--- config.mk ---
export PLATFORM = sky130hd
export DESIGN_NAME = ebcmc_top
export DESIGN_NICKNAME = d
export VERILOG_FILES = /design/src/ebcmc_pkg.sv /design/src/ebcmc_region.sv /design/src/ebcmc_top.sv
export SDC_FILE = /design/constraint.sdc
export NUM_CORES = 1
export LEC_CHECK = 0
export BUFFER_PORTS_ARGS = -buffer_cell sky130_fd_sc_hd__clkbuf_2
export CORE_MARGIN = 2
export CORE_UTILIZATION = 45
export DETAILED_ROUTE_END_ITERATION = 16
export GPL_ROUTABILITY_DRIVEN = 0
export PLACE_DENSITY_LB_ADDON = 0.05
export SLEW_MARGIN = 20
export SYNTH_ARGS = -nofsm -noshare
export SYNTH_HDL_FRONTEND = slang
export SYNTH_HIERARCHICAL = 1
export SYNTH_SLANG_ARGS = --single-unit
--- constraint.sdc ---
create_clock -name CORE_CLK -period 17.65 [get_ports CORE_CLK]
set_clock_uncertainty 0.2 [all_clocks]
set_input_delay 2.6475 -clock CORE_CLK [delete_from_list [all_inputs] [get_ports CORE_CLK]]
set_output_delay 2.6475 -clock CORE_CLK [all_outputs]
set_load 0.02 [all_outputs]
--- src/ebcmc_pkg.sv ---
// Package with register map, field layout and encodings of the bus unit.
package ebcmc_pkg;

    localparam logic [11:0] OFF_MODE = 12'h000;
    localparam logic [11:0] OFF_REG0 = 12'h010;
    localparam logic [11:0] OFF_REG1 = 12'h014;
    localparam logic [11:0] OFF_TIM0 = 12'h040;
    localparam logic [11:0] OFF_TIM1 = 12'h044;
    localparam logic [3:0] SEL_ALL = 4'hF;

    localparam int MODE_SEL_BIT = 0;
    localparam int MODE_STR_LSB = 1;
    localparam int REG_TAG_LSB = 24;
    localparam int REG_START_LSB = 16;
    localparam int REG_SIZE_LSB = 0;
    localparam int TIM_CSR_LSB = 30;
    localparam int TIM_WRR_LSB = 27;
    localparam int TIM_RDR_LSB = 24;
    localparam int TIM_ALEW_LSB = 20;
    localparam int TIM_WRS_LSB = 18;
    localparam int TIM_RDS_LSB = 16;
    localparam int TIM_CSIW_LSB = 8;

    localparam logic [31:0] TIM_MASK = 32'hFF3F_1F8F;
    localparam logic [31:0] TIM_RESET = 32'h4911_0200;
    localparam logic [7:0] REG_TAG_RESET = 8'h00;
    localparam logic [7:0] SIZE_MAX_CODE = 8'h08;
    localparam logic [8:0] SIZE_FULL_UNITS = 9'h100;

    localparam logic [1:0] STR_NONE = 2'h0;
    localparam logic [1:0] STR_DOUBLE = 2'h1;
    localparam logic [1:0] STR_QUAD = 2'h2;
    localparam logic [1:0] SHIFT_ONE = 2'h1;
    localparam logic [1:0] SHIFT_TWO = 2'h2;
    localparam logic [1:0] SHIFT_NONE = 2'h0;

    localparam logic [6:0] WIN_TOP_BITS = 7'h30;

    typedef enum logic [5:0] {
        ST_IDLE = 6'h01,
        ST_ALE = 6'h02,
        ST_SETUP = 6'h04,
        ST_STROBE = 6'h08,
        ST_RECOV = 6'h10,
        ST_END = 6'h20
    } ebcmc_state_t;

    // Two-bit cycle code: none, one, two or four cycles.
    function automatic logic [7:0] ebcmc_cyc2(input logic [1:0] code);
        ebcmc_cyc2 = (code == 2'h3) ? 8'h04 : {6'h00, code};
    endfunction : ebcmc_cyc2

    // Three-bit cycle code: none to six cycles, then eight.
    function automatic logic [7:0] ebcmc_cyc3(input logic [2:0] code);
        ebcmc_cyc3 = (code == 3'h7) ? 8'h08 : {5'h00, code};
    endfunction : ebcmc_cyc3

endpackage : ebcmc_pkg

--- src/ebcmc_region.sv ---
// Chip-select region decoder with window check and select priority.
`timescale 1ns/100ps
module ebcmc_region (
    input wire logic [31:0] addr,
    input wire logic [1:0][7:0] start,
    input wire logic [1:0][7:0] size_code,
    output logic in_window,
    output logic [1:0] hit
);
    logic [1:0] match;

    assign in_window = (addr[31:25] == ebcmc_pkg::WIN_TOP_BITS);

    genvar g;
    generate
        for (g = 0; g < 2; g++) begin : g_ch
            logic [8:0] offset;
            logic [8:0] span;
            assign offset = {1'b0, addr[23:16]} - {1'b0, start[g]};
            assign span = ebcmc_pkg::SIZE_FULL_UNITS >> size_code[g][3:0];
            // A region matches at or above its start and below start+size.
            assign match[g] = (addr[23:16] >= start[g]) && (offset < span)
                && (size_code[g] <= ebcmc_pkg::SIZE_MAX_CODE);
        end
    endgenerate

    // Select zero wins where both regions cover the address.
    assign hit = match[0] ? 2'b01 : (match[1] ? 2'b10 : 2'b00);

endmodule : ebcmc_region

--- src/ebcmc_top.sv ---
// Bus mode, region decode and bus cycle sequencing of the external bus unit.
//
// Decided for this implementation: register access over Wishbone.
`timescale 1ns/100ps
module ebcmc_top (
    input wire logic CORE_CLK,
    input wire logic RSTN,
    input wire logic WB_CYC_I,
    input wire logic WB_STB_I,
    input wire logic WB_WE_I,
    input wire logic [11:0] WB_ADR_I,
    input wire logic [3:0] WB_SEL_I,
    input wire logic [31:0] WB_DAT_I,
    output logic [31:0] WB_DAT_O,
    output logic WB_ACK_O,
    input wire logic ACC_REQ,
    input wire logic ACC_WE,
    input wire logic [31:0] ACC_ADDR,
    input wire logic [15:0] ACC_WDATA,
    output logic [15:0] ACC_RDATA,
    output logic ACC_DONE,
    output logic ACC_FAULT,
    output logic BUS_SEPARATE,
    output logic [23:0] EXT_ADDR,
    output logic [15:0] EXT_AD_OUT,
    output logic EXT_AD_OE_N,
    input wire logic [15:0] EXT_AD_IN,
    output logic EXT_ALE,
    output logic EXT_RD_N,
    output logic EXT_WR_N,
    output logic EXT_CS0_N,
    output logic EXT_CS1_N
);
    typedef struct packed {
        logic mode_sep;
        logic [1:0] mode_str;
        logic [1:0][7:0] reg_tag;
        logic [1:0][7:0] reg_start;
        logic [1:0][7:0] reg_size;
        logic [1:0][31:0] tim;
        logic wb_ack;
        logic [31:0] wb_dat;
        ebcmc_pkg::ebcmc_state_t st;
        logic [7:0] cnt;
        logic lat_we;
        logic lat_sep;
        logic [7:0] len_set;
        logic [7:0] len_str;
        logic [7:0] len_rec;
        logic [15:0] lat_wdata;
        logic [23:0] ext_addr;
        logic [15:0] ad_out;
        logic ad_oe_n;
        logic ale;
        logic rd_n;
        logic wr_n;
        logic [1:0] cs_n;
        logic done;
        logic fault;
        logic [15:0] rdata;
    } ebcmc_regs_t;

    ebcmc_regs_t s_r;
    ebcmc_regs_t s_nxt;
    logic [1:0] rst_sync_r;
    logic rst_n;
    logic wb_req;
    logic [31:0] rd_val;
    logic in_window;
    logic [1:0] hit;
    logic ch;
    logic [1:0] k;
    logic [31:0] tsel;
    logic [7:0] len_ale;
    logic [7:0] len_set;
    logic [7:0] len_str;
    logic [7:0] len_rec;
    logic [7:0] rec_rw;

    always_ff @(posedge CORE_CLK or negedge RSTN) begin
        if (!RSTN) begin
            rst_sync_r <= 2'b00;
        end else begin
            rst_sync_r <= {rst_sync_r[0], 1'b1};
        end
    end
    assign rst_n = rst_sync_r[1];

    ebcmc_region ebcmc_region_i (
        .addr(ACC_ADDR),
        .start(s_r.reg_start),
        .size_code(s_r.reg_size),
        .in_window(in_window),
        .hit(hit)
    );

    assign wb_req = WB_CYC_I & WB_STB_I;

    // Register read view; reserved bits are forced to zero.
    always_comb begin
        rd_val = 32'h0000_0000;
        case (WB_ADR_I)
            ebcmc_pkg::OFF_MODE: begin
                rd_val[ebcmc_pkg::MODE_SEL_BIT] = s_r.mode_sep;
                rd_val[ebcmc_pkg::MODE_STR_LSB +: 2] = s_r.mode_str;
            end
            ebcmc_pkg::OFF_REG0, ebcmc_pkg::OFF_REG1: begin
                rd_val[ebcmc_pkg::REG_TAG_LSB +: 8] = s_r.reg_tag[WB_ADR_I[2]];
                rd_val[ebcmc_pkg::REG_START_LSB +: 8] =
                    s_r.reg_start[WB_ADR_I[2]];
                rd_val[ebcmc_pkg::REG_SIZE_LSB +: 8] =
                    s_r.reg_size[WB_ADR_I[2]];
            end
            ebcmc_pkg::OFF_TIM0, ebcmc_pkg::OFF_TIM1: begin
                rd_val = s_r.tim[WB_ADR_I[2]] & ebcmc_pkg::TIM_MASK;
            end
            default: begin
                rd_val = 32'h0000_0000;
            end
        endcase
    end

    // Phase lengths of the chosen select, scaled by the stretch factor.
    always_comb begin
        ch = hit[1];
        tsel = s_r.tim[ch];
        case (s_r.mode_str)
            ebcmc_pkg::STR_DOUBLE: k = ebcmc_pkg::SHIFT_ONE;
            ebcmc_pkg::STR_QUAD: k = ebcmc_pkg::SHIFT_TWO;
            default: k = ebcmc_pkg::SHIFT_NONE;
        endcase
        rec_rw = ACC_WE
            ? ebcmc_pkg::ebcmc_cyc3(tsel[ebcmc_pkg::TIM_WRR_LSB +: 3])
            : ebcmc_pkg::ebcmc_cyc3(tsel[ebcmc_pkg::TIM_RDR_LSB +: 3]);
        len_ale = 8'((8'h01 + ebcmc_pkg::ebcmc_cyc2(
            tsel[ebcmc_pkg::TIM_ALEW_LSB +: 2])) << k);
        len_set = 8'((ACC_WE
            ? ebcmc_pkg::ebcmc_cyc2(tsel[ebcmc_pkg::TIM_WRS_LSB +: 2])
            : ebcmc_pkg::ebcmc_cyc2(tsel[ebcmc_pkg::TIM_RDS_LSB +: 2])) << k);
        len_str = 8'((8'h01 + {3'h0, tsel[ebcmc_pkg::TIM_CSIW_LSB +: 5]})
            << k);
        len_rec = 8'((ebcmc_pkg::ebcmc_cyc2(tsel[ebcmc_pkg::TIM_CSR_LSB +: 2])
            + rec_rw) << k);
    end

    always_comb begin
        logic go_set;
        logic go_str;
        go_set = 1'b0;
        go_str = 1'b0;
        s_nxt = s_r;
        s_nxt.done = 1'b0;
        s_nxt.fault = 1'b0;
        s_nxt.wb_ack = wb_req & ~s_r.wb_ack;
        if (wb_req && !s_r.wb_ack) begin
            s_nxt.wb_dat = rd_val;
            // Partial-word writes are dropped.
            if (WB_WE_I && WB_SEL_I == ebcmc_pkg::SEL_ALL) begin
                case (WB_ADR_I)
                    ebcmc_pkg::OFF_MODE: begin
                        s_nxt.mode_sep = WB_DAT_I[ebcmc_pkg::MODE_SEL_BIT];
                        s_nxt.mode_str =
                            WB_DAT_I[ebcmc_pkg::MODE_STR_LSB +: 2];
                    end
                    ebcmc_pkg::OFF_REG0, ebcmc_pkg::OFF_REG1: begin
                        s_nxt.reg_tag[WB_ADR_I[2]] =
                            WB_DAT_I[ebcmc_pkg::REG_TAG_LSB +: 8];
                        s_nxt.reg_start[WB_ADR_I[2]] =
                            WB_DAT_I[ebcmc_pkg::REG_START_LSB +: 8];
                        s_nxt.reg_size[WB_ADR_I[2]] =
                            WB_DAT_I[ebcmc_pkg::REG_SIZE_LSB +: 8];
                    end
                    ebcmc_pkg::OFF_TIM0, ebcmc_pkg::OFF_TIM1: begin
                        s_nxt.tim[WB_ADR_I[2]] =
                            WB_DAT_I & ebcmc_pkg::TIM_MASK;
                    end
                    default: begin
                        s_nxt.wb_dat = 32'h0000_0000;
                    end
                endcase
            end
        end
        case (s_r.st)
            ebcmc_pkg::ST_IDLE: begin
                // Address pins keep the last external address.
                s_nxt.ad_oe_n = 1'b1;
                if (ACC_REQ) begin
                    if (!in_window) begin
                        s_nxt.fault = 1'b1;
                        s_nxt.st = ebcmc_pkg::ST_END;
                    end else begin
                        // Mode is taken once per access.
                        s_nxt.lat_sep = s_r.mode_sep;
                        s_nxt.lat_we = ACC_WE;
                        s_nxt.lat_wdata = ACC_WDATA;
                        s_nxt.len_set = len_set;
                        s_nxt.len_str = len_str;
                        s_nxt.len_rec = len_rec;
                        s_nxt.ext_addr = ACC_ADDR[23:0];
                        s_nxt.cs_n = ~hit;
                        if (!s_r.mode_sep) begin
                            s_nxt.st = ebcmc_pkg::ST_ALE;
                            s_nxt.cnt = len_ale - 8'h01;
                            s_nxt.ale = 1'b1;
                            s_nxt.ad_out = ACC_ADDR[15:0];
                            s_nxt.ad_oe_n = 1'b0;
                        end else if (len_set != 8'h00) begin
                            s_nxt.lat_sep = 1'b1;
                            s_nxt.st = ebcmc_pkg::ST_SETUP;
                            s_nxt.cnt = len_set - 8'h01;
                            s_nxt.ad_out = ACC_WDATA;
                            s_nxt.ad_oe_n = ~ACC_WE;
                        end else begin
                            s_nxt.lat_wdata = ACC_WDATA;
                            go_str = 1'b1;
                        end
                    end
                end
            end
            ebcmc_pkg::ST_ALE: begin
                if (s_r.cnt == 8'h00) begin
                    s_nxt.ale = 1'b0;
                    go_set = (s_r.len_set != 8'h00);
                    go_str = (s_r.len_set == 8'h00);
                end else begin
                    s_nxt.cnt = s_r.cnt - 8'h01;
                end
            end
            ebcmc_pkg::ST_SETUP: begin
                if (s_r.cnt == 8'h00) begin
                    go_str = 1'b1;
                end else begin
                    s_nxt.cnt = s_r.cnt - 8'h01;
                end
            end
            ebcmc_pkg::ST_STROBE: begin
                if (s_r.cnt == 8'h00) begin
                    if (!s_r.lat_we) begin
                        s_nxt.rdata = EXT_AD_IN;
                    end
                    s_nxt.rd_n = 1'b1;
                    s_nxt.wr_n = 1'b1;
                    s_nxt.cs_n = 2'b11;
                    s_nxt.ad_oe_n = 1'b1;
                    if (s_r.len_rec != 8'h00) begin
                        s_nxt.st = ebcmc_pkg::ST_RECOV;
                        s_nxt.cnt = s_r.len_rec - 8'h01;
                    end else begin
                        s_nxt.st = ebcmc_pkg::ST_END;
                        s_nxt.done = 1'b1;
                    end
                end else begin
                    s_nxt.cnt = s_r.cnt - 8'h01;
                end
            end
            ebcmc_pkg::ST_RECOV: begin
                if (s_r.cnt == 8'h00) begin
                    s_nxt.st = ebcmc_pkg::ST_END;
                    s_nxt.done = 1'b1;
                end else begin
                    s_nxt.cnt = s_r.cnt - 8'h01;
                end
            end
            ebcmc_pkg::ST_END: begin
                if (!ACC_REQ) begin
                    s_nxt.st = ebcmc_pkg::ST_IDLE;
                end
            end
            default: begin
                s_nxt.st = ebcmc_pkg::ST_IDLE;
            end
        endcase
        if (go_set) begin
            s_nxt.st = ebcmc_pkg::ST_SETUP;
            s_nxt.cnt = s_r.len_set - 8'h01;
            s_nxt.ad_out = s_r.lat_wdata;
            s_nxt.ad_oe_n = ~s_r.lat_we;
        end
        if (go_str) begin
            s_nxt.st = ebcmc_pkg::ST_STROBE;
            s_nxt.cnt = (s_r.st == ebcmc_pkg::ST_IDLE) ? len_str - 8'h01
                : s_r.len_str - 8'h01;
            s_nxt.ad_out = s_nxt.lat_wdata;
            s_nxt.ad_oe_n = ~s_nxt.lat_we;
            s_nxt.rd_n = s_nxt.lat_we;
            s_nxt.wr_n = ~s_nxt.lat_we;
        end
    end

    always_ff @(posedge CORE_CLK or negedge rst_n) begin
        if (!rst_n) begin
            s_r <= '0;
            s_r.reg_tag <= {ebcmc_pkg::REG_TAG_RESET,
                ebcmc_pkg::REG_TAG_RESET};
            s_r.tim <= {ebcmc_pkg::TIM_RESET, ebcmc_pkg::TIM_RESET};
            s_r.st <= ebcmc_pkg::ST_IDLE;
            s_r.ad_oe_n <= 1'b1;
            s_r.rd_n <= 1'b1;
            s_r.wr_n <= 1'b1;
            s_r.cs_n <= 2'b11;
        end else begin
            s_r <= s_nxt;
        end
    end

    assign WB_DAT_O = s_r.wb_dat;
    assign WB_ACK_O = s_r.wb_ack;
    assign ACC_RDATA = s_r.rdata;
    assign ACC_DONE = s_r.done;
    assign ACC_FAULT = s_r.fault;
    assign BUS_SEPARATE = s_r.mode_sep;
    assign EXT_ADDR = s_r.ext_addr;
    assign EXT_AD_OUT = s_r.ad_out;
    assign EXT_AD_OE_N = s_r.ad_oe_n;
    assign EXT_ALE = s_r.ale;
    assign EXT_RD_N = s_r.rd_n;
    assign EXT_WR_N = s_r.wr_n;
    assign EXT_CS0_N = s_r.cs_n[0];
    assign EXT_CS1_N = s_r.cs_n[1];

    // Length of the read strobe, seen by the strobe checks only.
    logic [7:0] rd_low_cnt;
    always_ff @(posedge CORE_CLK or negedge rst_n) begin
        if (!rst_n) begin
            rd_low_cnt <= 8'h00;
        end else begin
            rd_low_cnt <= EXT_RD_N ? 8'h00 : rd_low_cnt + 8'h01;
        end
    end

    property p_cs_excl;
        @(posedge CORE_CLK) disable iff (!rst_n)
        !(!EXT_CS0_N && !EXT_CS1_N);
    endproperty
    a_cs_excl: assert property (p_cs_excl)
        else $error("Both chip selects asserted.");

    property p_fault;
        @(posedge CORE_CLK) disable iff (!rst_n)
        (s_r.st == ebcmc_pkg::ST_IDLE && ACC_REQ && ACC_ADDR[31:25] !=
            ebcmc_pkg::WIN_TOP_BITS) |=> ACC_FAULT && EXT_CS0_N && EXT_CS1_N
            ##1 !ACC_FAULT;
    endproperty
    a_fault: assert property (p_fault)
        else $error("Out-of-window access did not fault.");

    property p_idle_hold;
        @(posedge CORE_CLK) disable iff (!rst_n)
        (s_r.st == ebcmc_pkg::ST_IDLE && $past(s_r.st) == ebcmc_pkg::ST_IDLE)
            |-> $stable(EXT_ADDR) && EXT_AD_OE_N;
    endproperty
    a_idle_hold: assert property (p_idle_hold)
        else $error("Idle bus did not hold address or float data.");

    property p_resv_read;
        @(posedge CORE_CLK) disable iff (!rst_n)
        (WB_ACK_O && !WB_WE_I && (WB_ADR_I == ebcmc_pkg::OFF_REG0 ||
            WB_ADR_I == ebcmc_pkg::OFF_REG1)) |-> WB_DAT_O[15:8] == 8'h00;
    endproperty
    a_resv_read: assert property (p_resv_read)
        else $error("Reserved region bits read nonzero.");

    property p_no_ale_sep;
        @(posedge CORE_CLK) disable iff (!rst_n)
        (s_r.st == ebcmc_pkg::ST_IDLE && ACC_REQ && s_r.mode_sep)
            |=> !EXT_ALE [*2];
    endproperty
    a_no_ale_sep: assert property (p_no_ale_sep)
        else $error("Latch strobe in separate bus mode.");

    property p_rd_len;
        @(posedge CORE_CLK) disable iff (!rst_n)
        $rose(EXT_RD_N) |-> rd_low_cnt == s_r.len_str;
    endproperty
    a_rd_len: assert property (p_rd_len)
        else $error("Read strobe length wrong.");

    property p_bad_size;
        @(posedge CORE_CLK) disable iff (!rst_n)
        (s_r.st == ebcmc_pkg::ST_IDLE && ACC_REQ &&
            s_r.reg_size[0] > ebcmc_pkg::SIZE_MAX_CODE &&
            s_r.reg_size[1] > ebcmc_pkg::SIZE_MAX_CODE)
            |=> EXT_CS0_N && EXT_CS1_N;
    endproperty
    a_bad_size: assert property (p_bad_size)
        else $error("Select driven with barred size code.");

    property p_below_start;
        @(posedge CORE_CLK) disable iff (!rst_n)
        (s_r.st == ebcmc_pkg::ST_IDLE && ACC_REQ &&
            ACC_ADDR[23:16] < s_r.reg_start[0] &&
            ACC_ADDR[23:16] < s_r.reg_start[1])
            |=> EXT_CS0_N && EXT_CS1_N;
    endproperty
    a_below_start: assert property (p_below_start)
        else $error("Select driven below region start.");

endmodule : ebcmc_top

# Word-level counts from Yosys, hierarchy flattened

Index checks and enable logic that the tools add are counted.
W data, S select, Z words.

Bits in registers: 270
Bits of input ports: 119
Output and inout bits: 98
Word-level logic and storage cells: 224

$add $sub $neg: 12
Order comparisons: 9
Eq/ne operators: 36
Shifts and indexed selects: 6
Mux-type cells: 83
Bitwise logic cells: 7
Reduce and logical (&&, ||, !) cells: 40

Operators with widths:

| operator              | count |
|---|---|
| $mux W32              | 7 |
| $mux W98              | 1 |
| $mux W92              | 1 |
| $mux W8               | 11 |
| $mux W82              | 1 |
| $mux W17              | 4 |
| $bwmux W64            | 1 |
| $mux W14              | 4 |
| $sub A8 B1 Y8 const B | 7 |
| $bwmux W16            | 3 |
| $demux W32 S1         | 1 |
| $pmux W16 S2          | 1 |
| $mux W6               | 5 |
| $pmux W6 S5           | 1 |
| $eq A12 B5 Y1 const B | 2 |
| $eq A12 B7 Y1 const B | 2 |
| $pmux W8 S3           | 1 |
| $reduce_bool A8 Y1    | 3 |
| $ne A4 B4 Y1 const B  | 5 |
| $lt A9 B9 Y1          | 2 |
| $shr A9 B4 Y9 const A | 2 |
| $sub A8 B8 Y9         | 2 |
| $ge A8 B8 Y1          | 2 |
| $le A8 B4 Y1 const B  | 2 |
| other kinds (56)      | 122 |

# Longest topological paths before layout

Gate-level depths: netlist of the first run.

Depth after elaboration: 20
Depth in mapped cells: 32

# By module

The synthesis of the first run kept the hierarchy.

By module, submodules not included:

| module       | instances | cells each | area an instance (um^2) |
|---|---|---|---|
| ebcmc_top    | 1         | 1290       | 13287.7 |
| ebcmc_region | 1         | 178        | 1256.2 |

# Worst setup path after synthesis of the first run

No wires, ideal clock.

Path kind: in2reg
Start point: in ACC_ADDR[16]
End point: reg s_r[107] (netlist bit)
Library setup time: 77 ps
Arrival: 8082 ps
Data required time: 17373 ps
Setup slack: 9291 ps
Stages: 32
Buffers on the path: 4
Cells stage by stage: inv_1 > ha_1 > inv_1 > fa_1 > a21o_1 > a21oi_1 > o21ai_1 > a21oi_1 > xnor2_1 > ha_1 > a21oi_1 > nor2b_1 > o21ai_0 > o2111ai_1 > a2111oi_2 > buf_4 > buf_6 > buf_2 > buf_1 > mux2i_1 > inv_1 > ha_1 > mux2_2 > o22a_1 > o22ai_1 > a31oi_1 > ha_1 > nor4_1 > nor4_1 > a211oi_1 > a211oi_1 > a21oi_1

Cells in the longest elaborated chain, start to end: 20
Elaborated cells between the ends (all ways): 50

RTL lines:

| element                                                                | RTL line           | RTL |
|---|---|---|
| from (decl)                                                            | ebcmc_top.sv:18    | `input wire logic [31:0] ACC_ADDR,` |
| $sub A8 B8 Y9                                                          | ebcmc_region.sv:19 | `assign offset = {1'b0, addr[23:16]} - {1'b0, start[g]};` |
| $lt A9 B9 Y1                                                           | ebcmc_region.sv:22 | `assign match[g] = (addr[23:16] >= start[g]) && (offset < span)` |
| $logic_and A1 B1 Y1                                                    | ebcmc_region.sv:22 |  |
| $logic_and A1 B1 Y1                                                    | ebcmc_region.sv:23 | `&& (size_code[g] <= ebcmc_pkg::SIZE_MAX_CODE);` |
| $mux W2                                                                | ebcmc_region.sv:28 | `assign hit = match[0] ? 2'b01 : (match[1] ? 2'b10 : 2'b00);` |
| $mux W2 (*)                                                            | ebcmc_region.sv:28 |  |
| named net hit[1]                                                       | ebcmc_top.sv:70    | `logic [1:0] hit;` |
| $mux W32 (implied by the code) (*) (2 in series)                       | ebcmc_top.sv:126   | `tsel = s_r.tim[ch];` |
| parallel branches: the longest is 12 deep, another holds $sub A8 B1 Y8 | n/a                |  |
| to (signal assigned)                                                   | ebcmc_top.sv:302   | `s_r <= s_nxt;` |
| to (decl)                                                              | ebcmc_top.sv:63    | `ebcmc_regs_t s_r;` |

Mark *: on every way through the listed nets, which the timed path passes. The select of a mux whose other input is x is not followed.
A chain may end at the register's enable or synchronous reset.

# Worst setup path in the final report of the first run

Same ends and word-level chain as after synthesis.

==> summary.txt, run 1 <==
Floorplanning
  • Die H: 184 um
  • CORE AREA: 0.0317 mm2
  • Starting density of the core: 45.9%
  • Io pins: 217
  • DIE WIDTH: 184 um
  • Die ar.: 0.0338 mm2
  • Std cell rows: 65

Global routing
  • Number of global-route vias before repair: 11,200
  • GR Util All Layers: 22.7%
  • First-pass GRT wire length: 61,200 um
  • Gr ovfl total: 0
  • Largest net degree at the start of global routing: 77
  • Initial antenna violation count: 0

CTS
  • Cts bufs inserted: 28
  • Root Buffer: clkbuf_16
  • Post-CTS Hold Buffers: 0
  • CTS H-tree depth: 1
  • CTS Sinks: 248
  • Post-CTS Setup Bufs: 0
  • CTS max path bufs: 3
  • CTS tree: yes
  • Worst skew pair latency: 0.55 ns
  • Post-CTS Resized: 0
  • Clk pin slew, worst setup/hold paths: 0.06 ns

STA
  • Final Hold Viols: 0
  • Max Freq: 0.117 GHz
  • Unrepaired setup endpoints after global routing: no
  • TNS Setup: 0 ns
  • Slew HR: 34.2%
  • Setup violators final: 0
  • Max-slew violations: 0
  • Least-Margin Pin Slew: 0.987 ns
  • Minimum clock period: 8.52 ns
  • Crit share post-route: 48.3%
  • Final hold slack: 0.146 ns

Run
  • Max Cap Viol: 0

Power
  • Clock share of power: 40.7%
  • Pwr/cell area: 88.2 mW/mm2
  • Worst IR Drop VDD: 0.0000717 V
  • Net Sw Power: 408 uW
  • Switch share: 28.4%
  • Sequential share of power: 42.8%
  • P_int: 1030 uW
  • Combinational power share: 16.5%
  • Static Leak: 0.00787 uW

Routing
  • Initial drt markers: 727
  • Pre-Repair DR Iteration Count: 6
  • Post-route DRC: 0
  • Avg WL per Cell: 19.1 um
  • Routed via count: 11,300
  • Post-route ant nets: 0
  • Final wirelength: 38,000 um
  • DR vias/cell: 5.65

Yosys
  • Post-synth EDFFs: 0
  • Cell variety after synth: 82
  • Post-synthesis sequential area ratio: 42.8%
  • Ys flop type: dfrtp_1
  • Seq cells post-synth: 248
  • Syn_area_per_cell: 9.91 um2
  • Post-Syn Instances: 1,468
  • Share of synthesized registers carrying an async set or reset: 100%
  • Post-Syn Area: 0.0145 mm2
  • Warnings from Yosys: 6

Layout
  • Layout Utilization: 51.4%
  • Design area: 0.0163 mm2
  • Layout cells sized above 1: 27.5%
  • Final net count: 1,736
  • Area Growth Syn to Fin: 12.0%
  • Fillcell total: 2,936
  • Multi-input combinational cell area: 0.00725 mm2
  • Register area: 0.00623 mm2
  • N_diodes: 0

Critical path
  • CP arrival: 8.79 ns
  • Crit end category: flop
  • Crit path from: ACC_ADDR[16]
  • Buffer and inverter count on the worst path: 5
  • Critical R2R Launch: s_r[233]
  • Critical path's largest stage delay: 0.45 ns
  • Top delay family on crit path: compound AO/OA/AOI/OAI gates
  • Critical Path Start Type: input pin
  • CP Max Fanout: 35
  • CP most frequent cell: ha_1
  • WS Path Type: in2reg
  • Slowest cell on crit path: buf_4
  • Required time of the critical path: 17.93 ns

Hold path
  • Hold Startpoint: rst_sync_r[0]
  • Hold Path Class: reg2reg

Outcome
  • Outcome: complete, no violations

Placement
  • DP HPWL: 27,000 um
  • Area of placed instances: 0.0153 mm2
  • Port Buffer Count: 209
## synth_stat cells (6+ instances only)
master	count	area share, %
a21oi_1	47	1.6
buf_4	90	4.6
a22o_1	17	1.0
nor4_1	11	0.47
o211ai_1	8	0.41
nand2b_1	12	0.52
nor3_1	19	0.65
o22ai_1	25	1.1
ha_1	46	4.0
xnor2_1	23	1.4
nor3b_1	6	0.31
nand3_1	21	0.72
nand2_1	244	6.3
mux2i_1	62	4.3
buf_1	9	0.23
o21ai_1	11	0.38
buf_2	20	0.69
inv_1	39	1.0
a31oi_1	10	0.43
a211oi_1	7	0.36
a222oi_1	15	1.0
or3_1	6	0.26
nor2_1	57	1.5
xor2_1	14	0.84
o31ai_1	18	0.93
mux2_2	118	9.1
dfrtp_1	230	40
a22oi_1	18	0.93
o21ai_0	61	2.1
clkbuf_1	39	1.0
nor2b_1	14	0.60
nand4_1	10	0.43
o21a_1	11	0.57
a21o_1	12	0.62
dfstp_2	18	3.3
## worst paths after layout
| check | cells after the start | end | slack [ns] |
|---|---|---|---|
| max | 29 | s_r[107] | 9.13 |
| min | 0 | rst_sync_r[1] | 0.15 |
| max reg2reg | 27 | s_r[107] | 11.11 |
| min reg2reg | 0 | rst_sync_r[1] | 0.15 |
| max in group asynchronous | 1 | rst_sync_r[1] | 15.47 |
| min in group asynchronous | 0 | s_r[252] | 0.21 |
## metal layers
metal / part of all wire [%] / vias to the layer above / routed length (um) / GRT usage (%)
li1: - / 5391 / - / -
met1: 44 / 5554 / 16900 / 30.8
met4: 2.2 / 0 / 850 / 5.86
met3: 4.8 / 44 / 1830 / 3.25
met2: 49 / 275 / 18500 / 38.2
met5: 0 / - / 0 / 0
## placed cells by master, fill, tap and decap left out, types with 12 or more instances in the layout
master,n
a21o_1,12
a21oi_1,45
a222oi_1,15
a22o_1,17
a22oi_1,18
buf_4,18
clkbuf_16,28
clkbuf_2,208
dfrtp_1,229
dfstp_2,18
ha_1,46
inv_1,39
mux2_2,118
mux2i_1,62
nand2_1,244
nand2b_1,12
nand3_1,20
nor2_1,54
nor2b_1,14
nor3_1,19
o21ai_0,61
o22ai_1,25
o31ai_1,17
xnor2_1,23
xor2_1,14
## final cells by class
class	count	share of cell area, %
Sequential cell	248	38.3
Tap cell	402	3.09
Clock buffer	40	4.95
Inverter	40	0.922
Clock inverter	12	0.776
Timing Repair Buffer	229	7.51
Multi-Input combinational cell	1021	44.5
## sequential cells by signal, summed over array words and instances, names as in the netlist, 2 cells and up
register / cells
WB_DAT_O: 29
ACC_RDATA: 16
EXT_AD_OUT: 16
EXT_ADDR: 24
s_r: 151
rst_sync_r: 2
## cells by family (layout without fill, tap and decap cells)
logic type,after synthesis,after routing,synth area share [%]
buffers and inverters,201,321,7.79
multiplexers,185,185,14.1
XOR/XNOR,37,37,2.23
flip-flops,248,248,42.8
AND/OR/NAND/NOR,441,441,14.2
other,2,4,0.0516
adder cells (fa/ha/maj),49,49,4.37
AO/OA/AOI/OAI,305,305,14.4
## stage by stage
stage | total power (uW) | setup WS, ns | instances
6_report | 1440 | 9.13 | 1992
5_1_grt | 1510 | 8.67 | 1992
4_1_cts | 1460 | 9.18 | 1991
3_5_place_dp | 863 | 8.61 | 1939
3_3_place_gp | 861 | 8.71 | 1938
2_1_floorplan | 801 | 9.29 | 1470
## power groups by stage
stage / Clock [uW] / Combinational [uW] / Sequential (uW)
floorplan: 0 / 171 / 630
global placement: 0 / 236 / 624
detailed placement: 0 / 238 / 625
CTS: 602 / 239 / 615
global route: 626 / 265 / 619
finish: 586 / 237 / 615
(Power assumes the default switching activity.)
==> run 2: changes to the inputs <==
clock period = 8.55 ns   (was 17.65 ns; I/O delays follow)
==> run 2 against run 1 <==
Critical path type unchanged; cell count grew 0.15%; flip-flop and latch count is the same; cell area grew 0.67%; total power grew 120%; global-route usage shrank 0.092 points; non-clock buffer count shrank 2; via count shrank 0.55%; clock-buffer cell count grew 3.
==> summary.txt, run 2 (synthesized netlist as in run 1, its figures left out) <==
STA
  • Max-slew violations: 0
  • Max Freq: 0.143 GHz
  • Setup ws final: 1.57 ns
  • Least-Margin Pin Slew: 0.956 ns
  • Crit share post-route: 81.6%
  • Final hold slack: 0.161 ns
  • Slew HR: 36.3%
  • Final Hold Viols: 0
  • Setup violators final: 0
  • TNS Setup: 0 ns
  • Unrepaired setup endpoints after global routing: no
  • Minimum clock period: 6.98 ns

CTS
  • CTS max path bufs: 3
  • Post-CTS Setup Bufs: 0
  • CTS H-tree depth: 1
  • CTS Sinks: 248
  • Cts bufs inserted: 30
  • Post-CTS Resized: 0
  • CTS tree: yes
  • Worst skew pair latency: 0.57 ns
  • Root Buffer: clkbuf_16
  • Clk pin slew, worst setup/hold paths: 0.06 ns
  • Post-CTS Hold Buffers: 0

Critical path
  • CP Max Fanout: 35
  • Slowest cell on crit path: buf_4
  • Top delay family on crit path: compound AO/OA/AOI/OAI gates
  • CP arrival: 7.27 ns
  • CP most frequent cell: ha_1
  • Buffer and inverter count on the worst path: 5
  • Required time of the critical path: 8.84 ns
  • Critical path's largest stage delay: 0.44 ns
  • Crit end category: flop
  • Critical Path Start Type: input pin
  • WS Path Type: in2reg

Layout
  • Fillcell total: 2,952
  • Top reg by flops: s_r
  • Area Growth Syn to Fin: 12.8%
  • Layout Utilization: 51.7%
  • Multi-input combinational cell area: 0.00725 mm2
  • Max FFs per register: 151
  • Commonest non-fill, non-tap cell in the layout: nand2_1
  • Register area: 0.00623 mm2
  • Most frequent cells in the layout: 244 x nand2_1, 229 x dfrtp_1, 208 x clkbuf_2
  • Layout cells sized above 1: 27.8%
  • Final net count: 1,736

Power
  • Pwr/cell area: 189 mW/mm2
  • P_int: 2220 uW
  • Clock share of power: 43.1%
  • Net Sw Power: 867 uW
  • Sequential share of power: 41.1%
  • Static Leak: 0.00793 uW
  • Worst IR Drop VDD: 0.000165 V
  • Combinational power share: 15.9%
  • Switch share: 28.0%

Floorplanning
  • CORE AREA: 0.0317 mm2
  • Die H: 184 um
  • Starting density of the core: 45.9%
  • DIE WIDTH: 184 um
  • Std cell rows: 65
  • Io pins: 217
  • Die ar.: 0.0338 mm2

Outcome
  • Outcome: complete, no violations

Routing
  • Pre-Repair DR Iteration Count: 5
  • Post-route DRC: 0
  • Final wirelength: 37,900 um
  • Avg WL per Cell: 19.0 um
  • Post-route ant nets: 0
  • Routed via count: 11,200
  • DR vias/cell: 5.62
  • Initial drt markers: 757

Placement
  • DP HPWL: 26,600 um
  • Worst slack at placement: 0.979 ns
  • Port Buffer Count: 209

Global routing
  • Number of global-route vias before repair: 11,100
  • Largest net degree at the start of global routing: 77
  • Initial antenna violation count: 4
  • First-pass GRT wire length: 60,900 um
  • GR Util All Layers: 22.6%
  • Gr ovfl total: 0

Run
  • Max Cap Viol: 0

Hold path
  • Hold Path Class: reg2reg
[run 2: changes by cell type in the layout (fill, tap and decap cells not counted)]
cell,change
clkinv_16,+1
clkbuf_16,+2
diode_2,+1
buf_4,-1
clkinvlp_4,-1
clkbuf_8,+3
buf_8,-1
bufinv_16,+1
clkinv_4,+1
clkinv_8,-1
clkbuf_1,-2
[run 2: power by group through the flow]
| stage | clock, uW | sequential (uW) | combinational, uW |
|---|---|---|---|
| floorplan | 0 | 1300 | 353 |
| global placement | 0 | 1290 | 490 |
| detailed placement | 0 | 1290 | 491 |
| CTS | 1370 | 1270 | 493 |
| global route | 1420 | 1280 | 541 |
| finish | 1330 | 1270 | 491 |
[run 2: final cells by class]
| type | count | area share [%] |
|---|---|---|
| clock inverter | 13 | 1.05 |
| antenna | 1 | 0.0153 |
| multi-input combinational | 1021 | 44.2 |
| tap | 402 | 3.07 |
| inverter | 40 | 0.915 |
| sequential | 248 | 38.0 |
| clock buffer | 43 | 5.42 |
| timing repair buffer | 227 | 7.32 |
[run 2: path summary, 6_finish.rpt]
path	from	endpoint	slack (ns)	depth (start not counted)
max in group asynchronous	rst_sync_r[1]	s_r[223]	6.70	1
min	rst_sync_r[0]	rst_sync_r[1]	0.16	0
max	ACC_ADDR[16]	s_r[107]	1.57	29
max reg2reg	s_r[233]	s_r[107]	2.10	27
min in group asynchronous	rst_sync_r[1]	s_r[252]	0.17	0
min reg2reg	rst_sync_r[0]	rst_sync_r[1]	0.16	0
[run 2: metal layers]
layer	share of wire, %	wire length, um	track usage (%)
met2	48	18200	37.8
met1	44	16800	30.6
met3	5.3	2010	3.47
met4	2.4	925	5.98
met5	0.034	13	0
[run 2: through the flow]
step / power, uW / cells / area, um2
floorplan: 1650 / 1470 / 14600
global placement: 1780 / 1937 / 15300
detailed placement: 1780 / 1937 / 15300
CTS: 3130 / 1993 / 16400
global route: 3240 / 1995 / 16400
finish: 3090 / 1995 / 16400
[run 2: worst register-to-register path: stages, from the launching register on]
cell and delay, ns:
dfrtp_1 0.38, ha_1 0.20, inv_1 0.06, fa_1 0.40
a21o_1 0.20, a21oi_1 0.27, nor2_1 0.08, o21ai_1 0.14
a21oi_1 0.09, ha_1 0.31, nand3_1 0.09, a211oi_1 0.26
a211oi_2 0.14, a2111oi_4 0.30, buf_4 0.44, mux2i_1 0.38
inv_1 0.14, ha_1 0.35, mux2_2 0.28, o22a_1 0.20
o22ai_1 0.20, a31oi_1 0.08, ha_1 0.36, nor4_1 0.35
nor4_1 0.10, a211oi_1 0.19, a211oi_1 0.08, a21oi_1 0.14
==> run 3: changes to the inputs <==
ABC_AREA = 1   (was default)
clock period = 6.9 ns   (was 8.55 ns; I/O delays follow)
==> run 3 against run 2 <==
Hold slack worse by 0.13 ns; synthesized cell count grew 37%; non-clock buffer count stayed put; largest cell class unchanged; largest power group is now registers; highest routed layer unchanged.
==> summary.txt, run 3 <==
Outcome
  • Outcome: complete, no violations

Hold path
  • Hold Path Class: reg2async

Layout
  • Layout cells sized above 1: 18.8%
  • Final net count: 2,282
  • Fillcell total: 3,387
  • Register area: 0.00623 mm2
  • Top reg by flops: s_r
  • Most frequent cells in the layout: 531 x nand2_1, 249 x inv_1, 229 x dfrtp_1
  • Area Growth Syn to Fin: 11.5%
  • Commonest non-fill, non-tap cell in the layout: nand2_1
  • Max FFs per register: 151
  • Non-Filler Instances: 2,586
  • Multi-input combinational cell area: 0.00707 mm2

Floorplanning
  • Std cell rows: 67
  • Die ar.: 0.0355 mm2
  • Starting density of the core: 45.7%
  • CORE AREA: 0.0334 mm2
  • Io pins: 217
  • DIE WIDTH: 188 um
  • Die H: 188 um

STA
  • Slew HR: 28.9%
  • Minimum clock period: 5.66 ns
  • Least-Margin Pin Slew: 1.07 ns
  • Crit share post-route: 82.0%
  • Max-slew violations: 0
  • Unrepaired setup endpoints after global routing: no
  • Final Hold Viols: 0
  • TNS Setup: 0 ns
  • Max Freq: 0.177 GHz
  • Setup violators final: 0

Power
  • P_int: 2690 uW
  • Net Sw Power: 1140 uW
  • Switch share: 29.8%
  • Sequential share of power: 41.3%
  • Clock share of power: 40.4%
  • Worst IR Drop VDD: 0.000185 V
  • Static Leak: 0.00891 uW
  • Combinational power share: 18.3%
  • Pwr/cell area: 225 mW/mm2

Placement
  • DP HPWL: 29,300 um
  • Dpl cells: 2,530
  • Port Buffer Count: 209

Critical path
  • Top delay family on crit path: adder cells
  • WS Path Type: in2reg
  • R2r setup slk: 1.52 ns
  • Crit path depth: 32
  • Crit path from: ACC_ADDR[16]
  • Critical R2R Launch: s_r[233]
  • Required time of the critical path: 7.17 ns
  • Slowest cell on crit path: fa_1
  • Critical path's largest stage delay: 0.40 ns
  • Worst R2R End: s_r[107]
  • CP arrival: 5.93 ns
  • CP most frequent cell: nand2_1
  • Buffer and inverter count on the worst path: 6
  • Cells on worst reg2reg path: 30
  • CP Max Fanout: 17
  • Critical Path Start Type: input pin
  • Crit end category: flop

Yosys
  • Yosys top cell area share: 37.7%
  • Post-Syn Instances: 2,012
  • Commonest cells in the netlist: 532 x nand2_1, 250 x inv_1, 230 x dfrtp_1, 178 x o21ai_0, 152 x nor2_1
  • Top post-synthesis cells by area: dfrtp_1 38%, nand2_1 13%, inv_1 6.1%
  • Yosys top cell by area: dfrtp_1
  • Post-Syn Area: 0.0153 mm2
  • Post-synth EDFFs: 0
  • Cell variety after synth: 58
  • Top-count cell post-synth: nand2_1
  • Seq cells post-synth: 248
  • Syn_area_per_cell: 7.60 um2
  • Ys flop type: dfrtp_1
  • Share of synthesized registers carrying an async set or reset: 100%
  • Post-synthesis sequential area ratio: 40.8%
  • Warnings from Yosys: 6

CTS
  • Post-CTS Hold Buffers: 0
  • Clk pin slew, worst setup/hold paths: 0.06 ns
  • Root Buffer: clkbuf_16
  • Post-CTS Setup Bufs: 0
  • Worst skew pair latency: 0.55 ns
  • CTS Sinks: 248
  • CTS H-tree depth: 1
  • CTS max path bufs: 3
  • Post-CTS Resized: 0
  • CTS tree: yes
  • Cts bufs inserted: 29

Global routing
  • First-pass GRT wire length: 66,100 um
  • Number of global-route vias before repair: 12,700
  • Initial antenna violation count: 2
  • GR Util All Layers: 22.9%
  • Largest net degree at the start of global routing: 161
  • Gr ovfl total: 0

Routing
  • DR vias/cell: 5.05
  • Post-route DRC: 0
  • Routed via count: 13,100
  • Pre-Repair DR Iteration Count: 7
  • Initial drt markers: 803
  • Final wirelength: 40,500 um
  • Post-route ant nets: 0
  • Avg WL per Cell: 15.7 um

Run
  • Max Cap Viol: 0
run 3: kinds of logic (layout without fill, tap and decap cells):
logic type,count (synthesis),count (layout),synth area share (%)
XOR/XNOR,24,24,1.38
other,2,5,0.0491
AND/OR/NAND/NOR,883,883,24.9
multiplexers,47,47,3.21
buffers and inverters,425,548,13.2
flip-flops,248,248,40.8
adder cells (fa/ha/maj),49,49,4.16
AO/OA/AOI/OAI,334,334,12.4
run 3: metrics by stage:
stage | hold slack [ns] | utilization, % | cell area (um2) | setup slack, ns | power (uW)
2_1_floorplan | 0.131 | - | 15300 | 1.42 | 2140
3_3_place_gp | 0.0410 | 48.0 | 16100 | 0.745 | 2300
6_report | 0.0321 | 51.0 | 17000 | 1.24 | 3830
5_1_grt | 0.0343 | 51.0 | 17000 | 0.828 | 4040
3_5_place_dp | 0.0462 | 48.0 | 16100 | 0.696 | 2310
4_1_cts | 0.0293 | 50.9 | 17000 | 1.26 | 3880
run 3: area by class of cell:
cell class,instances,area share (%)
flip-flops and latches,248,36.6
inverters,267,5.90
diodes,1,0.0147
clock inverters,13,0.741
multi-input cells,1341,41.5
repair buffers,227,7.08
well taps,448,3.29
clock buffers,41,4.93
run 3: power groups by stage:
| stage | combinational (uW) | clock, uW | sequential [uW] |
|---|---|---|---|
| finish | 702 | 1550 | 1580 |
| global route | 789 | 1660 | 1590 |
| CTS | 706 | 1590 | 1580 |
| detailed placement | 704 | 0 | 1610 |
| global placement | 697 | 0 | 1600 |
| floorplan | 517 | 0 | 1620 |
run 3: worst max path at each step:
stage | to | slack (ns)
2_1_floorplan | s_r[107] | 1.42
3_3_place_gp | s_r[107] | 0.74
3_5_place_dp | s_r[107] | 0.70
4_1_cts | s_r[107] | 1.26
5_1_grt | s_r[85] | 0.83
6_report | s_r[107] | 1.24
run 3: per-layer routing:
metal / vias to the layer above / part of all wire, % / track usage, %
met2: 296 / 47 / 38.5
met5: - / 0.032 / 0
met3: 57 / 4.9 / 3.13
li1: 6574 / - / -
met1: 6143 / 46 / 31.2
met4: 2 / 2.0 / 5.74
